===== config.mk =====
export PLATFORM = sky130hd
export DESIGN_NAME = paes_event_status
export DESIGN_NICKNAME = d
export VERILOG_FILES = /design/src/core/paes_pkg.sv /design/src/core/paes_event_status.sv
export SDC_FILE = /design/constraint.sdc
export NUM_CORES = 1
export LEC_CHECK = 0
export ABC_AREA = 1
export BUFFER_PORTS_ARGS = -buffer_cell sky130_fd_sc_hd__buf_2
export CAP_MARGIN = 25
export CORE_MARGIN = 5
export CORE_UTILIZATION = 30
export CTS_CLUSTER_SIZE = 12
export DETAILED_ROUTE_END_ITERATION = 10
export PLACE_DENSITY = 0.57
export SYNTH_ARGS = -nofsm -noshare
export SYNTH_HDL_FRONTEND = slang
export SYNTH_SLANG_ARGS = --single-unit

===== constraint.sdc =====
create_clock -name clk_sys -period 1.72 [get_ports clk_sys]
set_input_delay 0.344 -clock clk_sys [delete_from_list [all_inputs] [get_ports clk_sys]]
set_output_delay 0.344 -clock clk_sys [all_outputs]
set_load 0.05 [all_outputs]

===== src/core/paes_pkg.sv =====
// package for the packet and audio event status bank
// Notes on behaviour
// - status bit latches on event, holds until cleared
// - bit meaningful only when enabled in mask set; here status bits latch whatever the mask sets hold
// - all status bits reset to zero
// - status registers read-only; writes change nothing
// - acp content change sets 0x7a bit 5
// - vendor infoframe change sets 0x7a bit 4
// - mpeg source frame change sets 0x7a bit 3
// - product descriptor change sets 0x7a bit 2
// - audio infoframe change sets 0x7a bit 1
// - video infoframe change latched at 0x7a bit 0
// - audio buffer high mark sets 0x7f bit 7
// - audio buffer underflow sets 0x7f bit 6
// - audio buffer overflow sets 0x7f bit 5
// - cycle stamp drift sets 0x7f bit 4
// - regen divider change sets 0x7f bit 3
// - uncorrectable header error sets 0x7f bit 2
// - sound packet fault sets 0x7f bit 1
package paes_pkg;
  localparam int DATA_W = 8;
  // offsets other than 0x80 and 0x90 are not multiples of four: these are indices, byte address is index times four
  localparam logic [7:0] IDX_FRAME_STATUS = 8'h7a;
  localparam logic [7:0] IDX_AUDIO_STATUS = 8'h7f;
  localparam logic [7:0] IDX_FRAME_CLEAR = 8'h7b;
  localparam logic [7:0] IDX_AUDIO_CLEAR = 8'h80;
  localparam logic [7:0] IDX_MASK1_FRAME = 8'h90;
  localparam logic [7:0] IDX_MASK1_AUDIO = 8'h91;
  localparam logic [7:0] IDX_MASK2_FRAME = 8'h92;
  localparam logic [7:0] IDX_MASK2_AUDIO = 8'h93;
  localparam logic [7:0] STATUS_RESET = 8'h00;
  localparam logic [7:0] MASK_RESET = 8'h00;
  // audio status bit 0 belongs to a neighbouring block and reads zero here
  localparam logic [7:0] AUDIO_IMPL = 8'hfe;
  localparam logic [7:0] FRAME_IMPL = 8'h3f;

  typedef struct packed {
    logic psel;
    logic penable;
    logic pwrite;
    logic [11:0] paddr;
    logic [31:0] pwdata;
  } paes_apb_req_s;

  typedef struct packed {
    logic [DATA_W-1:0] frame;
    logic [DATA_W-1:0] audio;
  } paes_events_s;
endpackage


===== src/core/paes_event_status.sv =====
// apb event status bank with two mask sets and two interrupt lines
`timescale 1ns/1ps
module paes_event_status (
  input wire logic clk_sys,
  input wire logic srst,
  input wire logic clkEn,
  input wire paes_pkg::paes_apb_req_s apbReq,
  output logic [31:0] prdata,
  output logic pready,
  output logic pslverr,
  input wire paes_pkg::paes_events_s evtPulse,
  output logic firstIrq,
  output logic secondIrq
);
  // latched status words; bits outside the implemented masks stay zero
  logic [7:0] frameSt;
  logic [7:0] audioSt;
  // mask words of the first and second interrupt mask sets
  logic [7:0] m1Frame;
  logic [7:0] m1Audio;
  logic [7:0] m2Frame;
  logic [7:0] m2Audio;
  // values the state takes at the next enabled edge
  logic [7:0] next_frameSt;
  logic [7:0] next_audioSt;
  logic [7:0] next_m1Frame;
  logic [7:0] next_m1Audio;
  logic [7:0] next_m2Frame;
  logic [7:0] next_m2Audio;
  logic next_firstIrq;
  logic next_secondIrq;
  // per-bit set terms, already cut to the implemented bits
  logic [7:0] frameSet;
  logic [7:0] audioSet;
  // clear strobes, one bit per status bit
  logic [7:0] frameClr;
  logic [7:0] audioClr;
  // bus decode and read selection
  logic [9:0] wordIdx;
  logic lowPage;
  logic access;
  logic wrAcc;
  logic known;
  logic hitFrameSt;
  logic hitAudioSt;
  logic hitFrameClr;
  logic hitAudioClr;
  logic hitM1Frame;
  logic hitM1Audio;
  logic hitM2Frame;
  logic hitM2Audio;
  logic [7:0] rdWord;

  // access starts the answer; a write lands at the edge where the master sees pready high
  // limitation: clkEn must stay high through a transfer, a frozen edge would drop the write
  assign access = apbReq.psel && apbReq.penable && !pready;
  assign wrAcc = apbReq.psel && apbReq.penable && pready && apbReq.pwrite;
  assign wordIdx = apbReq.paddr[11:2];
  assign lowPage = (wordIdx[9:8] == 2'b00);

  // word decode; any hit needs the upper index bits at zero
  assign hitFrameSt = lowPage && (wordIdx[7:0] == paes_pkg::IDX_FRAME_STATUS);
  assign hitAudioSt = lowPage && (wordIdx[7:0] == paes_pkg::IDX_AUDIO_STATUS);
  assign hitFrameClr = lowPage && (wordIdx[7:0] == paes_pkg::IDX_FRAME_CLEAR);
  assign hitAudioClr = lowPage && (wordIdx[7:0] == paes_pkg::IDX_AUDIO_CLEAR);
  assign hitM1Frame = lowPage && (wordIdx[7:0] == paes_pkg::IDX_MASK1_FRAME);
  assign hitM1Audio = lowPage && (wordIdx[7:0] == paes_pkg::IDX_MASK1_AUDIO);
  assign hitM2Frame = lowPage && (wordIdx[7:0] == paes_pkg::IDX_MASK2_FRAME);
  assign hitM2Audio = lowPage && (wordIdx[7:0] == paes_pkg::IDX_MASK2_AUDIO);
  assign known = hitFrameSt || hitAudioSt || hitFrameClr || hitAudioClr ||
                 hitM1Frame || hitM1Audio || hitM2Frame || hitM2Audio;

  // a write of ones to a clear word clears those bits; the status words take no writes
  assign frameClr = (wrAcc && hitFrameClr) ? apbReq.pwdata[7:0] : 8'h00;
  assign audioClr = (wrAcc && hitAudioClr) ? apbReq.pwdata[7:0] : 8'h00;

  // one slice per bit: set beats clear, so an event during the clearing write is kept
  for (genvar b = 0; b < 8; b++) begin : g_bit
    assign frameSet[b] = evtPulse.frame[b] && paes_pkg::FRAME_IMPL[b];
    assign audioSet[b] = evtPulse.audio[b] && paes_pkg::AUDIO_IMPL[b];
    assign next_frameSt[b] = (frameSt[b] && !frameClr[b]) || frameSet[b];
    assign next_audioSt[b] = (audioSt[b] && !audioClr[b]) || audioSet[b];
    // unused bit positions get a tie-to-zero check instead of the event checks
    if (paes_pkg::FRAME_IMPL[b]) begin : g_frame
      AST_FRAME_SET: assert property (@(posedge clk_sys) disable iff (srst)
        clkEn && evtPulse.frame[b] |=> frameSt[b])
        else $error("frame event not latched");
      AST_FRAME_CLR: assert property (@(posedge clk_sys) disable iff (srst)
        clkEn && frameClr[b] && !evtPulse.frame[b] |=> !frameSt[b])
        else $error("frame bit not cleared");
      AST_FRAME_KEEP: assert property (@(posedge clk_sys) disable iff (srst)
        clkEn && frameSt[b] && !frameClr[b] |=> frameSt[b])
        else $error("frame bit dropped without clear");
      AST_FRAME_QUIET: assert property (@(posedge clk_sys) disable iff (srst)
        clkEn && !frameSt[b] && !evtPulse.frame[b] |=> !frameSt[b])
        else $error("frame bit rose without event");
    end else begin : g_frame_none
      AST_FRAME_ZERO: assert property (@(posedge clk_sys) disable iff (srst)
        frameSt[b] == 1'b0)
        else $error("unused frame bit set");
    end
    if (paes_pkg::AUDIO_IMPL[b]) begin : g_audio
      AST_AUDIO_SET: assert property (@(posedge clk_sys) disable iff (srst)
        clkEn && evtPulse.audio[b] |=> audioSt[b])
        else $error("audio event not latched");
      AST_AUDIO_CLR: assert property (@(posedge clk_sys) disable iff (srst)
        clkEn && audioClr[b] && !evtPulse.audio[b] |=> !audioSt[b])
        else $error("audio bit not cleared");
      AST_AUDIO_KEEP: assert property (@(posedge clk_sys) disable iff (srst)
        clkEn && audioSt[b] && !audioClr[b] |=> audioSt[b])
        else $error("audio bit dropped without clear");
      AST_AUDIO_QUIET: assert property (@(posedge clk_sys) disable iff (srst)
        clkEn && !audioSt[b] && !evtPulse.audio[b] |=> !audioSt[b])
        else $error("audio bit rose without event");
    end else begin : g_audio_none
      AST_AUDIO_ZERO: assert property (@(posedge clk_sys) disable iff (srst)
        audioSt[b] == 1'b0)
        else $error("unused audio bit set");
    end
  end

  // mask words change only at the completing edge of a write aimed at them
  always_comb begin
    next_m1Frame = m1Frame;
    next_m1Audio = m1Audio;
    next_m2Frame = m2Frame;
    next_m2Audio = m2Audio;
    if (wrAcc && hitM1Frame) begin
      next_m1Frame = apbReq.pwdata[7:0];
    end
    if (wrAcc && hitM1Audio) begin
      next_m1Audio = apbReq.pwdata[7:0];
    end
    if (wrAcc && hitM2Frame) begin
      next_m2Frame = apbReq.pwdata[7:0];
    end
    if (wrAcc && hitM2Audio) begin
      next_m2Audio = apbReq.pwdata[7:0];
    end
  end

  // next-state terms on both sides, so a mask write with status set shows without lag
  always_comb begin
    next_firstIrq = (|(next_frameSt & next_m1Frame)) || (|(next_audioSt & next_m1Audio));
    next_secondIrq = (|(next_frameSt & next_m2Frame)) || (|(next_audioSt & next_m2Audio));
  end

  // read selection; the clear words and unmapped words read back as zero
  always_comb begin
    rdWord = 8'h00;
    if (hitFrameSt) begin
      rdWord = frameSt;
    end else if (hitAudioSt) begin
      rdWord = audioSt;
    end else if (hitM1Frame) begin
      rdWord = m1Frame;
    end else if (hitM1Audio) begin
      rdWord = m1Audio;
    end else if (hitM2Frame) begin
      rdWord = m2Frame;
    end else if (hitM2Audio) begin
      rdWord = m2Audio;
    end
  end

  // status bits: reset wipes them, clkEn low freezes them, bus writes reach them only through the clear words
  always_ff @(posedge clk_sys) begin
    if (srst) begin
      frameSt <= paes_pkg::STATUS_RESET;
      audioSt <= paes_pkg::STATUS_RESET;
    end else if (clkEn) begin
      frameSt <= next_frameSt;
      audioSt <= next_audioSt;
    end
  end

  // mask sets reset to zero so no line rises before software opts in
  always_ff @(posedge clk_sys) begin
    if (srst) begin
      m1Frame <= paes_pkg::MASK_RESET;
      m1Audio <= paes_pkg::MASK_RESET;
      m2Frame <= paes_pkg::MASK_RESET;
      m2Audio <= paes_pkg::MASK_RESET;
    end else if (clkEn) begin
      m1Frame <= next_m1Frame;
      m1Audio <= next_m1Audio;
      m2Frame <= next_m2Frame;
      m2Audio <= next_m2Audio;
    end
  end

  // each mask set steers its own interrupt line
  always_ff @(posedge clk_sys) begin
    if (srst) begin
      firstIrq <= 1'b0;
      secondIrq <= 1'b0;
    end else if (clkEn) begin
      firstIrq <= next_firstIrq;
      secondIrq <= next_secondIrq;
    end
  end

  // apb answer: one wait state, pready for one cycle, unmapped words give slverr and zero
  always_ff @(posedge clk_sys) begin
    if (srst) begin
      pready <= 1'b0;
      pslverr <= 1'b0;
      prdata <= 32'h0000_0000;
    end else if (clkEn) begin
      pready <= access;
      pslverr <= access && !known;
      prdata <= (access && !apbReq.pwrite && known) ? {24'h000000, rdWord} : 32'h0000_0000;
    end
  end

  // latching and clearing of single bits
  AST_HOLD: assert property (@(posedge clk_sys) disable iff (srst)
    clkEn && frameSt[5] && !frameClr[5] |=> frameSt[5])
    else $error("status bit dropped without clear");

  AST_SET: assert property (@(posedge clk_sys) disable iff (srst)
    clkEn && evtPulse.frame[5] |=> frameSt[5])
    else $error("acp event not latched");

  AST_SETWINS: assert property (@(posedge clk_sys) disable iff (srst)
    clkEn && audioClr[3] && evtPulse.audio[3] |=> audioSt[3])
    else $error("event lost on clear");

  AST_CLEAR: assert property (@(posedge clk_sys) disable iff (srst)
    clkEn && frameClr[1] && !evtPulse.frame[1] |=> !frameSt[1])
    else $error("clear ignored");

  AST_RO: assert property (@(posedge clk_sys) disable iff (srst)
    clkEn && wrAcc && wordIdx[7:0] == paes_pkg::IDX_AUDIO_STATUS && evtPulse.audio == 8'h00
    |=> audioSt == $past(audioSt)) else $error("status changed by write");

  // every event source lands on its own bit
  AST_VENDOR_SET: assert property (@(posedge clk_sys) disable iff (srst)
    clkEn && evtPulse.frame[4] |=> frameSt[4])
    else $error("vendor frame event not latched");

  AST_MPEG_SET: assert property (@(posedge clk_sys) disable iff (srst)
    clkEn && evtPulse.frame[3] |=> frameSt[3])
    else $error("source frame event not latched");

  AST_PRODUCT_SET: assert property (@(posedge clk_sys) disable iff (srst)
    clkEn && evtPulse.frame[2] |=> frameSt[2])
    else $error("product frame event not latched");

  AST_AUDIOINFO_SET: assert property (@(posedge clk_sys) disable iff (srst)
    clkEn && evtPulse.frame[1] |=> frameSt[1])
    else $error("audio frame event not latched");

  AST_VIDEO_SET: assert property (@(posedge clk_sys) disable iff (srst)
    clkEn && evtPulse.frame[0] |=> frameSt[0])
    else $error("video frame event not latched");

  AST_HIGHMARK_SET: assert property (@(posedge clk_sys) disable iff (srst)
    clkEn && evtPulse.audio[7] |=> audioSt[7])
    else $error("high mark event not latched");

  AST_EMPTY_SET: assert property (@(posedge clk_sys) disable iff (srst)
    clkEn && evtPulse.audio[6] |=> audioSt[6])
    else $error("underflow event not latched");

  AST_OVF: assert property (@(posedge clk_sys) disable iff (srst)
    clkEn && evtPulse.audio[5] |=> audioSt[5] [*2] or (audioSt[5] ##1 1'b1))
    else $error("overflow not latched");

  AST_DRIFT_SET: assert property (@(posedge clk_sys) disable iff (srst)
    clkEn && evtPulse.audio[4] |=> audioSt[4])
    else $error("drift event not latched");

  AST_DIVIDER_SET: assert property (@(posedge clk_sys) disable iff (srst)
    clkEn && evtPulse.audio[3] |=> audioSt[3])
    else $error("divider event not latched");

  AST_HEADER_SET: assert property (@(posedge clk_sys) disable iff (srst)
    clkEn && evtPulse.audio[2] |=> audioSt[2])
    else $error("header error event not latched");

  AST_SOUND_SET: assert property (@(posedge clk_sys) disable iff (srst)
    clkEn && evtPulse.audio[1] |=> audioSt[1])
    else $error("sound packet event not latched");

  // interrupt lines, reset and freeze
  AST_IRQ: assert property (@(posedge clk_sys) disable iff (srst)
    clkEn |=> firstIrq == (|(frameSt & m1Frame) || |(audioSt & m1Audio)))
    else $error("first irq missing");

  AST_IRQ2: assert property (@(posedge clk_sys) disable iff (srst)
    clkEn |=> secondIrq == (|(frameSt & m2Frame) || |(audioSt & m2Audio)))
    else $error("second irq wrong");

  AST_RESET: assert property (@(posedge clk_sys)
    srst |=> frameSt == 8'h00 && audioSt == 8'h00)
    else $error("status not zero after reset");

  AST_RESET_OUT: assert property (@(posedge clk_sys)
    srst |=> !firstIrq && !secondIrq && !pready && !pslverr)
    else $error("outputs not idle after reset");

  AST_FREEZE: assert property (@(posedge clk_sys) disable iff (srst)
    !clkEn |=> frameSt == $past(frameSt) && audioSt == $past(audioSt))
    else $error("status moved while frozen");

  // bus answer
  AST_READY: assert property (@(posedge clk_sys) disable iff (srst)
    clkEn && access |=> pready ##1 !pready || !clkEn)
    else $error("pready not single cycle");

  AST_SLVERR: assert property (@(posedge clk_sys) disable iff (srst)
    pslverr |-> pready)
    else $error("slverr without pready");

  AST_RDZERO: assert property (@(posedge clk_sys) disable iff (srst)
    !pready |-> prdata == 32'h0000_0000)
    else $error("read data outside answer");

  AST_RD_FRAME: assert property (@(posedge clk_sys) disable iff (srst)
    clkEn && access && !apbReq.pwrite && hitFrameSt |=> prdata == {24'h000000, $past(frameSt)})
    else $error("frame status read wrong");

  AST_RD_AUDIO: assert property (@(posedge clk_sys) disable iff (srst)
    clkEn && access && !apbReq.pwrite && hitAudioSt |=> prdata == {24'h000000, $past(audioSt)})
    else $error("audio status read wrong");

  AST_RD_CLEAR: assert property (@(posedge clk_sys) disable iff (srst)
    clkEn && access && !apbReq.pwrite && hitFrameClr |=> prdata == 32'h0000_0000)
    else $error("clear word read not zero");
endmodule


==> run summary <==
status: complete, but fails checks
failing checks: setup timing
Initial Util: 30.6%
fillers: 1,449
hold crit path type: input port to register
dpl hpwl: 9600 µm
final setup vio count: 2
fin cells: 975
DRT Pass-1 Iters: 5
Seq/Total Area, Yosys: 29.8%
maxcap violations: 0
Setup WS pre-CTS: -277 ps
leakage power: 2.95 nW
Syn Inst Count: 685
Net count, final: 860
final hold violations: 0
Placer Congestion: 0.884
first-pass GRT wire length: 20,800 µm
largest net degree at the start of global routing: 66
Placed Cells: 946
Power, Total: 4.35 mW
max layer used: met4
Die Area: 15,900 µm²
Mapped Avg Cell Area: 5.89 µm²
most frequent cell after synthesis: nand2_1
Port Buf Inserts: 48
power density over the cells: 797 nW/µm²
io pins: 102
clk sinks: 60
R2R Setup Slk: -50 ps
Crit path largest cell delay: 340 ps
CP max-delay cell: dfxtp_4
WL met3: 919 µm
fraction of layout cells with a size suffix above 1: 22.5%
Max Fclk: 563 MHz
CP startpoint kind: register
DRC Markers: 0
hold path start: evtPulse[3]
Data arrival, critical path: 1990 ps
crit share post-route: 103%
vias in the first global route: 4,159
CTS Root Cell: clkbuf_16
Die Wd: 126 µm
Final Slew Violations: 0
critical path class: register to register
most frequent cells after synthesis: nand2_1 (184), inv_1 (127), nor2_1 (68), dfxtp_1 (60), o21ai_0 (59)
worst vdd ir: 0.542 mV
Tot GR Track Use: 16.2%
min Tclk post-route: 1770 ps
# diodes: 0
Mapped Area: 4040 µm²
CTS H-tree lvls: 3
setup TNS: -102 ps
remaining global-route overflow: 0
Crit path required time: 1940 ps
Synth-to-Final Area Change: 35.4%
Die Span Y: 126 µm
number of vias per cell: 4.56
worst hold slack: 364 ps
Setup WS post-layout: -54.9 ps
Crit Path Max Fanout: 7
CTS tree: done
CP endpoint kind: register
CP startpoint: pready
Synth async-reset ratio: 0%
Worst-path clk slew: 60 ps
predominant post-synthesis flop cell: dfxtp_1
Vias: 4,442
number of flops mapped to enable cells by yosys: 0
antenna viol nets, final: 0
initial antenna violation count: 0
unrepaired setup endpoints after global routing: true
synthesis warning total: 0
# hold bufs at CTS: 0
CTS buffer count: 9
Layout Skew: 9.29 ps
Worst-Skew Late Latency: 330 ps
DR WL/cell: 13.5 µm
leading area contributor after synthesis: dfxtp_1
Synth top area share: 29.8%
std cell rows: 42
WL met1: 6080 µm
routed wl met2: 5940 µm
CP Cell Sequence: nand2_2, nor2_2, buf_6, buf_6, nand3_4, buf_12, buf_16, nand2_2, o21ai_2, nand2_1, nand2_1, nand3b_1, nor2_1, nor2_1
Core ar.: 13,200 µm²
reg2reg start: pready
synth unique cells: 27
Longest Clk Path Bufs: 2
Routed WL: 13,200 µm
1st-iter DRT viols: 272
top post-synthesis cells by area: dfxtp_1 (30%), nand2_1 (17%), inv_1 (12%), o21ai_0 (7.3%), nor2_1 (6.3%)
Yosys reg bits: 60
## cell families (layout without fill, tap and decap cells)
kind of cell	count (synthesis)	after routing	share of synthesized area, %
compound gates	126	126	16.1
buf+inv	179	269	19.8
other cells	1	24	0.0929
simple gates	319	320	34.3
flops	60	60	29.8
## cell usage in the layout, fill, tap and decap left out, types with 20 or more instances in the layout
cell / Yosys / routed
dfxtp_1: 60 / 59
nand4_1: 20 / 20
o21ai_0: 59 / 55
nand2_1: 184 / 172
inv_1: 127 / 126
nand3_1: 26 / 26
a21oi_1: 38 / 38
buf_4: 27 / 58
conb_1: 1 / 24
nor2_1: 68 / 66
buf_2: 2 / 48
## timing repair
| action | 4_1_cts | 5_1_grt |
|---|---|---|
| pin swaps | 6 | 6 |
| setup endpoints to repair | 2 | 14 |
| buffers inserted | 3 | 8 |
| gates resized for setup | 19 | 19 |
| endpoints found under the hold margin | 0 | 0 |
| cloned | 1 | 1 |
## cell type report
| cell class | instances | area [µm²] | area share, % |
|---|---|---|---|
| multi-input cells | 470 | 2220 | 40.6 |
| inverters | 129 | 484 | 8.86 |
| clock buffers | 12 | 256 | 4.70 |
| clock inverters | 4 | 95.1 | 1.74 |
| well taps | 176 | 220 | 4.03 |
| repair buffers | 124 | 986 | 18.0 |
| flip-flops and latches | 60 | 1200 | 22.1 |
## final timing paths
path / endpoint / depth (start not counted)
setup / recovery: secondIrq / 14
hold / removal: audioSt[3] / 5
setup reg to reg: secondIrq / 14
hold reg to reg: prdata[3] / 2
## worst max-delay path, delay by kind of cell, from the launching register on
family,cells,cell delay (ps)
buf+inv,4,530
simple gates,9,730
flops,1,340
compound gates,1,60
## sequential cells by signal, summed over array words and instances (netlist names)
| register | flops |
|---|---|
| audioSt | 8 |
| frameSt | 8 |
| m1Audio | 8 |
| m1Frame | 8 |
| m2Audio | 8 |
| m2Frame | 8 |
| prdata | 8 |
| firstIrq | 1 |
| pready | 1 |
| pslverr | 1 |
| secondIrq | 1 |
## metrics by stage
step                      utilization, %  area [µm²]
after detailed placement            36.8        4850
after global routing                41.4        5460
after floorplan                        -        4130
final                               41.4        5460
after global placement              36.8        4850
after CTS                           40.4        5330
## power by group
part           leakage (nW)  switching [mW]  total [mW]  internal [mW]
combinational          2.28           0.476       0.699          0.223
sequential            0.495          0.0479        1.52           1.47
clock                 0.173           0.645        2.14           1.49
total                  2.95            1.17        4.35           3.18
## metal layers
layer	GRT usage (%)	vias up
met5	0	-
met4	5.11	0
met3	3.13	21
met2	26.7	147
met1	21.4	1964
li1	-	2310
Note: power is estimated with default switching activity, not from simulation.
